`config.mk`:
```
export PLATFORM = sky130hd
export DESIGN_NAME = ivg_vector_gen
export DESIGN_NICKNAME = d
export VERILOG_FILES = /design/src/verilog/ivg_pkg.sv /design/src/verilog/ivg_vector_gen.sv
export SDC_FILE = /design/constraint.sdc
export NUM_CORES = 1
export LEC_CHECK = 0
export BUFFER_PORTS_ARGS = -buffer_cell sky130_fd_sc_hd__buf_2
export CAP_MARGIN = 20
export CORE_MARGIN = 5
export CORE_UTILIZATION = 42
export CTS_CLUSTER_SIZE = 28
export DETAILED_ROUTE_END_ITERATION = 6
export GPL_TIMING_DRIVEN = 0
export MAX_ROUTING_LAYER = met4
export PLACE_DENSITY = 0.77
export SYNTH_ARGS = -nofsm -noshare
export SYNTH_HDL_FRONTEND = slang
export SYNTH_SLANG_ARGS = --single-unit
export TNS_END_PERCENT = 10
```
`constraint.sdc`:
```
create_clock -name i_clk -period 1.5 [get_ports i_clk]
set_input_delay 0.225 -clock i_clk [delete_from_list [all_inputs] [get_ports i_clk]]
set_output_delay 0.225 -clock i_clk [all_outputs]
set_load 0.02 [all_outputs]
```
`src/verilog/ivg_pkg.sv`:
```
`default_nettype none
package ivg_pkg;
  // program word address width and slot spacing
  localparam int unsigned ADDR_W       = 17;
  localparam int unsigned NUM_SRC      = 30;
  localparam int unsigned SLOT_W       = 5;
  localparam int unsigned SLOT_WORDS   = 2;
  localparam logic [16:0] RESET_ADDR   = 17'h00000;
  localparam logic [16:0] FLASH_START  = 17'h00000;
  localparam logic        FUSE_RESET   = 1'b1;
  localparam logic [16:0] TABLE_OFFSET = 17'h00002;
  localparam logic [16:0] BOOT_START   = 17'h1f000;
  // vector change window length in cycles
  localparam int unsigned CHANGE_WINDOW = 4;
  localparam logic [2:0]  CHANGE_CNT_W  = 3'h4;
  localparam logic        SELECT_RESET  = 1'b0;

  typedef struct packed {
    logic [ADDR_W-1:0] addr;
    logic              valid;
    logic [SLOT_W-1:0] slot;
  } ivg_vector_type;

  typedef enum logic [1:0] {
    IVG_IDLE   = 2'b01,
    IVG_CHANGE = 2'b10
  } ivg_state_type;
endpackage
`default_nettype wire

```
`src/verilog/ivg_vector_gen.sv`:
```
`timescale 1ns/1ps
`default_nettype none
module ivg_vector_gen #(
  parameter logic [16:0] BOOT_RESET_ADDR = ivg_pkg::BOOT_START
) (
  // clock and reset
  input  wire logic                        i_clk,
  input  wire logic                        i_resetn,
  // fuse and core control register write port
  input  wire logic                        i_boot_reset_select_fuse,
  input  wire logic                        i_ctrl_write,
  input  wire logic                        i_vector_table_select,
  input  wire logic                        i_vector_change_enable,
  input  wire logic                        i_instr_done,
  // requests, bit n is slot n+2
  input  wire logic [ivg_pkg::NUM_SRC-1:0] i_request,
  input  wire logic                        i_global_enable,
  // core fetch side
  input  wire logic                        i_ack,
  output logic      [ivg_pkg::ADDR_W-1:0]  o_reset_addr,
  output logic                             o_irq,
  output var ivg_pkg::ivg_vector_type      o_vector,
  output logic                             o_vector_table_select,
  output logic                             o_vector_change_enable,
  output logic                             o_irq_blocked
);
  // elaboration checks on settings the logic cannot serve
  if (ivg_pkg::NUM_SRC + 1 > (1 << ivg_pkg::SLOT_W)) begin : g_slot_width
    $error("slot width too small for source count");
  end
  if (BOOT_RESET_ADDR[0] != 1'b0) begin : g_boot_align
    $error("boot reset address must sit on a slot boundary");
  end
  if (32'(BOOT_RESET_ADDR) + ivg_pkg::SLOT_WORDS * (ivg_pkg::NUM_SRC + 1)
      > (32'h1 << ivg_pkg::ADDR_W)) begin : g_boot_fit
    $error("relocated table runs past the top of program memory");
  end
  if (ivg_pkg::SLOT_WORDS != 32'(ivg_pkg::TABLE_OFFSET)) begin : g_table_start
    $error("table start must be one slot above the reset slot");
  end
  if (ivg_pkg::CHANGE_WINDOW != 32'(ivg_pkg::CHANGE_CNT_W)) begin : g_window
    $error("change window length does not match its counter preset");
  end

  ivg_pkg::ivg_state_type state_reg, state_next;
  logic [2:0]             cnt_reg, cnt_next;
  logic                   sel_reg, sel_next;
  logic                   hold_reg, hold_next;
  logic                   fuse_reg, fuse_next;
  logic                   fuse_valid_reg, fuse_valid_next;
  ivg_pkg::ivg_vector_type vec_reg, vec_next;
  logic                   blocked;
  logic [16:0]            base;
  logic [16:0]            slot_off;
  logic [ivg_pkg::SLOT_W-1:0] slot_num;
  logic [ivg_pkg::SLOT_W-1:0] win;
  logic                   found;

  // fuse caught after reset release; reset address follows fuse only
  always_comb begin
    fuse_next       = fuse_valid_reg ? fuse_reg : i_boot_reset_select_fuse;
    fuse_valid_next = 1'b1;
  end

  // select change sequence
  always_comb begin
    state_next = state_reg;
    cnt_next   = cnt_reg;
    sel_next   = sel_reg;
    hold_next  = hold_reg && !i_instr_done;
    unique case (state_reg)
      ivg_pkg::IVG_IDLE: begin
        if (i_ctrl_write && i_vector_change_enable) begin
          state_next = ivg_pkg::IVG_CHANGE;
          cnt_next   = ivg_pkg::CHANGE_CNT_W;
        end
      end
      ivg_pkg::IVG_CHANGE: begin
        cnt_next = cnt_reg - 3'h1;
        if (i_ctrl_write && !i_vector_change_enable) begin
          sel_next   = i_vector_table_select;
          hold_next  = 1'b1;
          state_next = ivg_pkg::IVG_IDLE;
        end else if (cnt_reg == 3'h1) begin
          state_next = ivg_pkg::IVG_IDLE;
        end
      end
    endcase
  end

  // block also through the instruction following the select write
  assign blocked = (state_reg == ivg_pkg::IVG_CHANGE) || hold_reg ||
                   (i_ctrl_write && i_vector_change_enable);

  // region start follows select only; slot 2 sits one slot above it
  assign base = sel_reg ? BOOT_RESET_ADDR
                        : ivg_pkg::FLASH_START;

  // lowest index wins; index order matches slot order
  always_comb begin
    win   = '0;
    found = 1'b0;
    for (int i = ivg_pkg::NUM_SRC - 1; i >= 0; i--) begin
      if (i_request[i]) begin
        win   = ivg_pkg::SLOT_W'(i);
        found = 1'b1;
      end
    end
  end

  // source index to vector number; codes above 5'h1d never win
  always_comb begin
    unique case (win)
      // external requests
      5'h00: slot_num = 5'h02; // ext_request_0
      5'h01: slot_num = 5'h03; // ext_request_1
      5'h02: slot_num = 5'h04; // ext_request_2
      // pin change and watchdog requests
      5'h03: slot_num = 5'h05; // pin_change_request_0
      5'h04: slot_num = 5'h06; // pin_change_request_1
      5'h05: slot_num = 5'h07; // pin_change_request_2
      5'h06: slot_num = 5'h08; // pin_change_request_3
      5'h07: slot_num = 5'h09; // watchdog_timeout_request
      // 8-bit timer two
      5'h08: slot_num = 5'h0a; // timer_two_compare_a
      5'h09: slot_num = 5'h0b; // timer_two_compare_b
      5'h0a: slot_num = 5'h0c; // timer_two_overflow
      // 16-bit timer one
      5'h0b: slot_num = 5'h0d; // timer_one_capture
      5'h0c: slot_num = 5'h0e; // timer_one_compare_a
      5'h0d: slot_num = 5'h0f; // timer_one_compare_b
      5'h0e: slot_num = 5'h10; // timer_one_overflow
      // timer zero and serial peripheral
      5'h0f: slot_num = 5'h11; // timer_zero_compare_a
      5'h10: slot_num = 5'h12; // timer_zero_compare_b
      5'h11: slot_num = 5'h13; // timer_zero_overflow
      5'h12: slot_num = 5'h14; // serial_periph_done
      // first uart
      5'h13: slot_num = 5'h15; // uart0_rx_done
      5'h14: slot_num = 5'h16; // uart0_tx_buffer_empty
      5'h15: slot_num = 5'h17; // uart0_tx_done
      // analog, memory and two-wire sources
      5'h16: slot_num = 5'h18; // analog_compare
      5'h17: slot_num = 5'h19; // adc_done
      5'h18: slot_num = 5'h1a; // eeprom_ready_request
      5'h19: slot_num = 5'h1b; // two_wire_serial
      5'h1a: slot_num = 5'h1c; // self_program_ready
      // second uart
      5'h1b: slot_num = 5'h1d; // uart1_rx_done
      5'h1c: slot_num = 5'h1e; // uart1_tx_buffer_empty
      5'h1d: slot_num = 5'h1f; // uart1_tx_done
      default: slot_num = 5'h00;
    endcase
  end

  // slot n sits two words per slot above the region start, slot 1 at zero
  assign slot_off = 17'(ivg_pkg::SLOT_WORDS * (slot_num - 5'h01));

  // vector hold: latched until acknowledged
  always_comb begin
    vec_next = vec_reg;
    if (vec_reg.valid) begin
      if (i_ack) begin
        vec_next.valid = 1'b0;
      end
    end else if (found && i_global_enable && !blocked) begin
      vec_next.valid = 1'b1;
      vec_next.addr  = base + slot_off;
      vec_next.slot  = slot_num;
    end
  end

  // fuse capture
  always_ff @(posedge i_clk or negedge i_resetn) begin
    if (!i_resetn) begin
      fuse_reg       <= ivg_pkg::FUSE_RESET;
      fuse_valid_reg <= 1'b0;
    end else begin
      fuse_reg       <= fuse_next;
      fuse_valid_reg <= fuse_valid_next;
    end
  end

  // select change sequence
  always_ff @(posedge i_clk or negedge i_resetn) begin
    if (!i_resetn) begin
      state_reg <= ivg_pkg::IVG_IDLE;
      cnt_reg   <= 3'h0;
      sel_reg   <= ivg_pkg::SELECT_RESET;
      hold_reg  <= 1'b0;
    end else begin
      state_reg <= state_next;
      cnt_reg   <= cnt_next;
      sel_reg   <= sel_next;
      hold_reg  <= hold_next;
    end
  end

  // vector hold
  always_ff @(posedge i_clk or negedge i_resetn) begin
    if (!i_resetn) begin
      vec_reg <= '0;
    end else begin
      vec_reg <= vec_next;
    end
  end

  // fuse 1 unprogrammed -> address zero, slot 1
  assign o_reset_addr = fuse_reg ? ivg_pkg::RESET_ADDR : BOOT_RESET_ADDR;
  assign o_vector               = vec_reg;
  assign o_irq                  = vec_reg.valid;
  assign o_vector_table_select  = sel_reg;
  assign o_vector_change_enable = (state_reg == ivg_pkg::IVG_CHANGE);
  assign o_irq_blocked          = blocked;
endmodule
`default_nettype wire

```
==> flow_summary.toml <==
[run_status]
status = "finished, violations left"
violations = "setup timing"

[logic_synthesis]
synth_area_per_cell_um2 = 8.48
synth_cell_types = 46
synth_edf_count = 0
postSynthCellCount = 200
ys_ff_latch = 23
seq_area_frac_synth = 0.341
synth_ff_type = "dfrtp_1"
yosys_warnings = 0
netlist_area_mm2 = 0.00170
async_reset_ff_frac = 1.00

[global_routing]
overflow = 0
grt_pass1_vias = 1450
grt_start_max_net_pins = 24
grt_first_pass_wirelength_um = 6280
antenna_found_initial = 0
grtUsageTotal = 0.149

[run]
cap_violations = 0

[die]
die_w_um = 73.5
dieArea_mm2 = 0.00541
rows = 23
dieHeight_um = 73.5
core-area_mm2 = 0.00394
initial_core_util = 0.430
ios = 83

[setup_path]
critPathKind = "in -> reg"
worstPathArrival_ns = 2.44
worstSetupEndpointType = "flip-flop"
worst_setup_path_start_kind = "primary input"
path_max_fanout = 5
crit_required_ns = 1.65

[timing]
report.final.setup_viol = 15
timing.final.crit_share = 1.53
holdWs_ns = 0.134
maxSlewHeadroom = 0.637
tightest_slew_ns = 0.530
fin_ws_ns = -0.788
slew_viol_final = 0
grt_setup_unrepaired = "yes"
fin_crit_ns = 2.29
hold_viol_final = 0
fin_worst_skew_ns = 0.00143
fmax_mhz = 437

[cells_and_area]
seqCellArea_um2 = 578
largest_reg_flops = 13
syn2layout_area_growth_pct = 40.0
fin_nets = 335
fillCellCount = 349
multiInputGateArea_mm2 = 0.00103
fin_util = 0.602
antennaDiodeCount = 0
drive_above_1_share = 0.505

[min_path]
hp-class = "in -> reg"

[cts]
path_clk_slew_ns = 0.07
clk_latency_ns = 0.26
cts.sinks = 23
cts_tree = "built"
htreeDepth = 1
clk_path_buf_depth = 2
root_buffer = "clkbuf_8"
cts_buffers = 3

[route]
wl_per_cell_um = 12.2
viasPerCell = 4.74
drt_wl_total_um = 4130
dr.first_iter.drc_count = 59
drc = 0
final_antenna_net_count = 0
drt_first_pass_iters = 4
vias = 1607

[power_and_ir_drop]
power.internal_uw = 1760
power.switching_uw = 1310
seqPwrFrac = 0.340
p_comb_frac = 0.538
pwr_density_cell_mw_per_mm2 = 1290
power.leakage_uw = 0.00116
swShare = 0.425
peakVddDrop_mv = 0.456
p_clk_frac = 0.121

[placement]
gp_congestion = 0.856
dpl.hpwl_um = 3260
port_buffers = 69
placement.setup.worst_slack_ns = -1.20
[metrics by stage]
step | area [µm²] | total power, µW | setup TNS, ns | cells
after global placement | 2150 | 2560 | -9.22 | 331
after global routing | 2370 | 3290 | -6.76 | 339
after floorplan | 1750 | 2090 | -4.21 | 212
after CTS | 2300 | 3050 | -4.91 | 338
final | 2370 | 3070 | -5.00 | 339
after detailed placement | 2150 | 2590 | -9.90 | 331
[placed cells by master, fill, tap and decap left out, types with 3 or more instances in the layout]
master / instances
clkbuf_8: 3
nor4_4: 3
dfrtp_1: 21
nor3_1: 4
nor2_2: 3
a21oi_1: 9
nor2_1: 16
buf_4: 29
buf_2: 69
o21ai_0: 7
nand2_1: 17
nor4_1: 4
nor2_4: 3
xnor2_1: 3
ha_2: 4
conb_1: 14
o21ai_1: 5
mux2_2: 3
inv_1: 15
[routing by layer]
layer  global-route usage  up-vias  routed length [µm]
met5                    -        -                   0
met4               0.0543        0                  53
met3               0.0150        5                 316
met2                0.242       60                2020
met1                0.193      703                1740
li1                     -      839                   -
[timing repair]
item,in CTS,in global routing
resized for setup,19,16
setup buffers,2,1
endpoints found under the hold margin,21,0
hold buffers,1,0
endpoints found under the setup margin,15,15
pin swaps,6,9
[logic make-up after synthesis]
logic type,after synthesis,share of synthesized area
simple gates,72,0.229
compound gates,44,0.165
buf+inv,44,0.160
flops,23,0.341
fa+ha+maj,6,0.0443
mux,6,0.0406
xor+xnor,3,0.0155
other cells,2,0.00443
[worst paths after layout]
path | end | cells past startpoint | slack (ns) | from
worst max-delay path | o_vector[18] | 12 | -0.79 | i_request[19]
worst min-delay path | o_irq | 2 | 0.13 | i_ack
worst max register to register | o_vector[1] | 6 | -0.25 | state_reg[0]
worst min register to register | o_vector[1] | 2 | 0.49 | o_vector[1]
max in group asynchronous | fuse_reg | 2 | 0.71 | i_resetn
min in group asynchronous | o_vector_table_select | 2 | 0.44 | i_resetn
[Yosys cell counts, types with 3 or more instances]
master / n / area [µm²]
nor3_1: 6 / 30.0
inv_1: 16 / 60.1
xnor2_1: 3 / 26.3
buf_4: 26 / 195
nor4_2: 3 / 37.5
nand2b_1: 3 / 18.8
nor2_1: 19 / 71.3
o31ai_1: 3 / 22.5
o21ai_0: 13 / 65.1
nor4_1: 6 / 37.5
a21oi_1: 9 / 45.0
ha_1: 6 / 75.1
a31oi_1: 3 / 18.8
dfrtp_1: 21 / 526
mux2_2: 3 / 33.8
nand2_1: 19 / 71.3
[power by group through the flow]
| stage | logic, µW | clock network, µW | registers [µW] |
|---|---|---|---|
| after floorplan | 854 | 0 | 1230 |
| after global placement | 1520 | 0 | 1030 |
| after detailed placement | 1550 | 0 | 1040 |
| after CTS | 1630 | 382 | 1040 |
| after global routing | 1800 | 404 | 1080 |
| final | 1650 | 373 | 1050 |
[critical path, cell delays in order]
cell	delay, ns
buf_2	0.13
or4_4	0.55
o21ai_2	0.12
nand2_1	0.08
a21boi_2	0.19
ha_2	0.21
inv_2	0.06
nor4_4	0.15
o2bb2ai_2	0.14
nand2_1	0.08
ha_2	0.25
mux2_4	0.25
[layout make-up]
class | instances | area share
multi-input combinational | 145 | 0.435
inverter | 16 | 0.0253
tap | 50 | 0.0264
sequential | 23 | 0.244
buffer | 28 | 0.0917
clock buffer | 4 | 0.0190
timing repair buffer | 73 | 0.159
(Power assumes the default switching activity.)
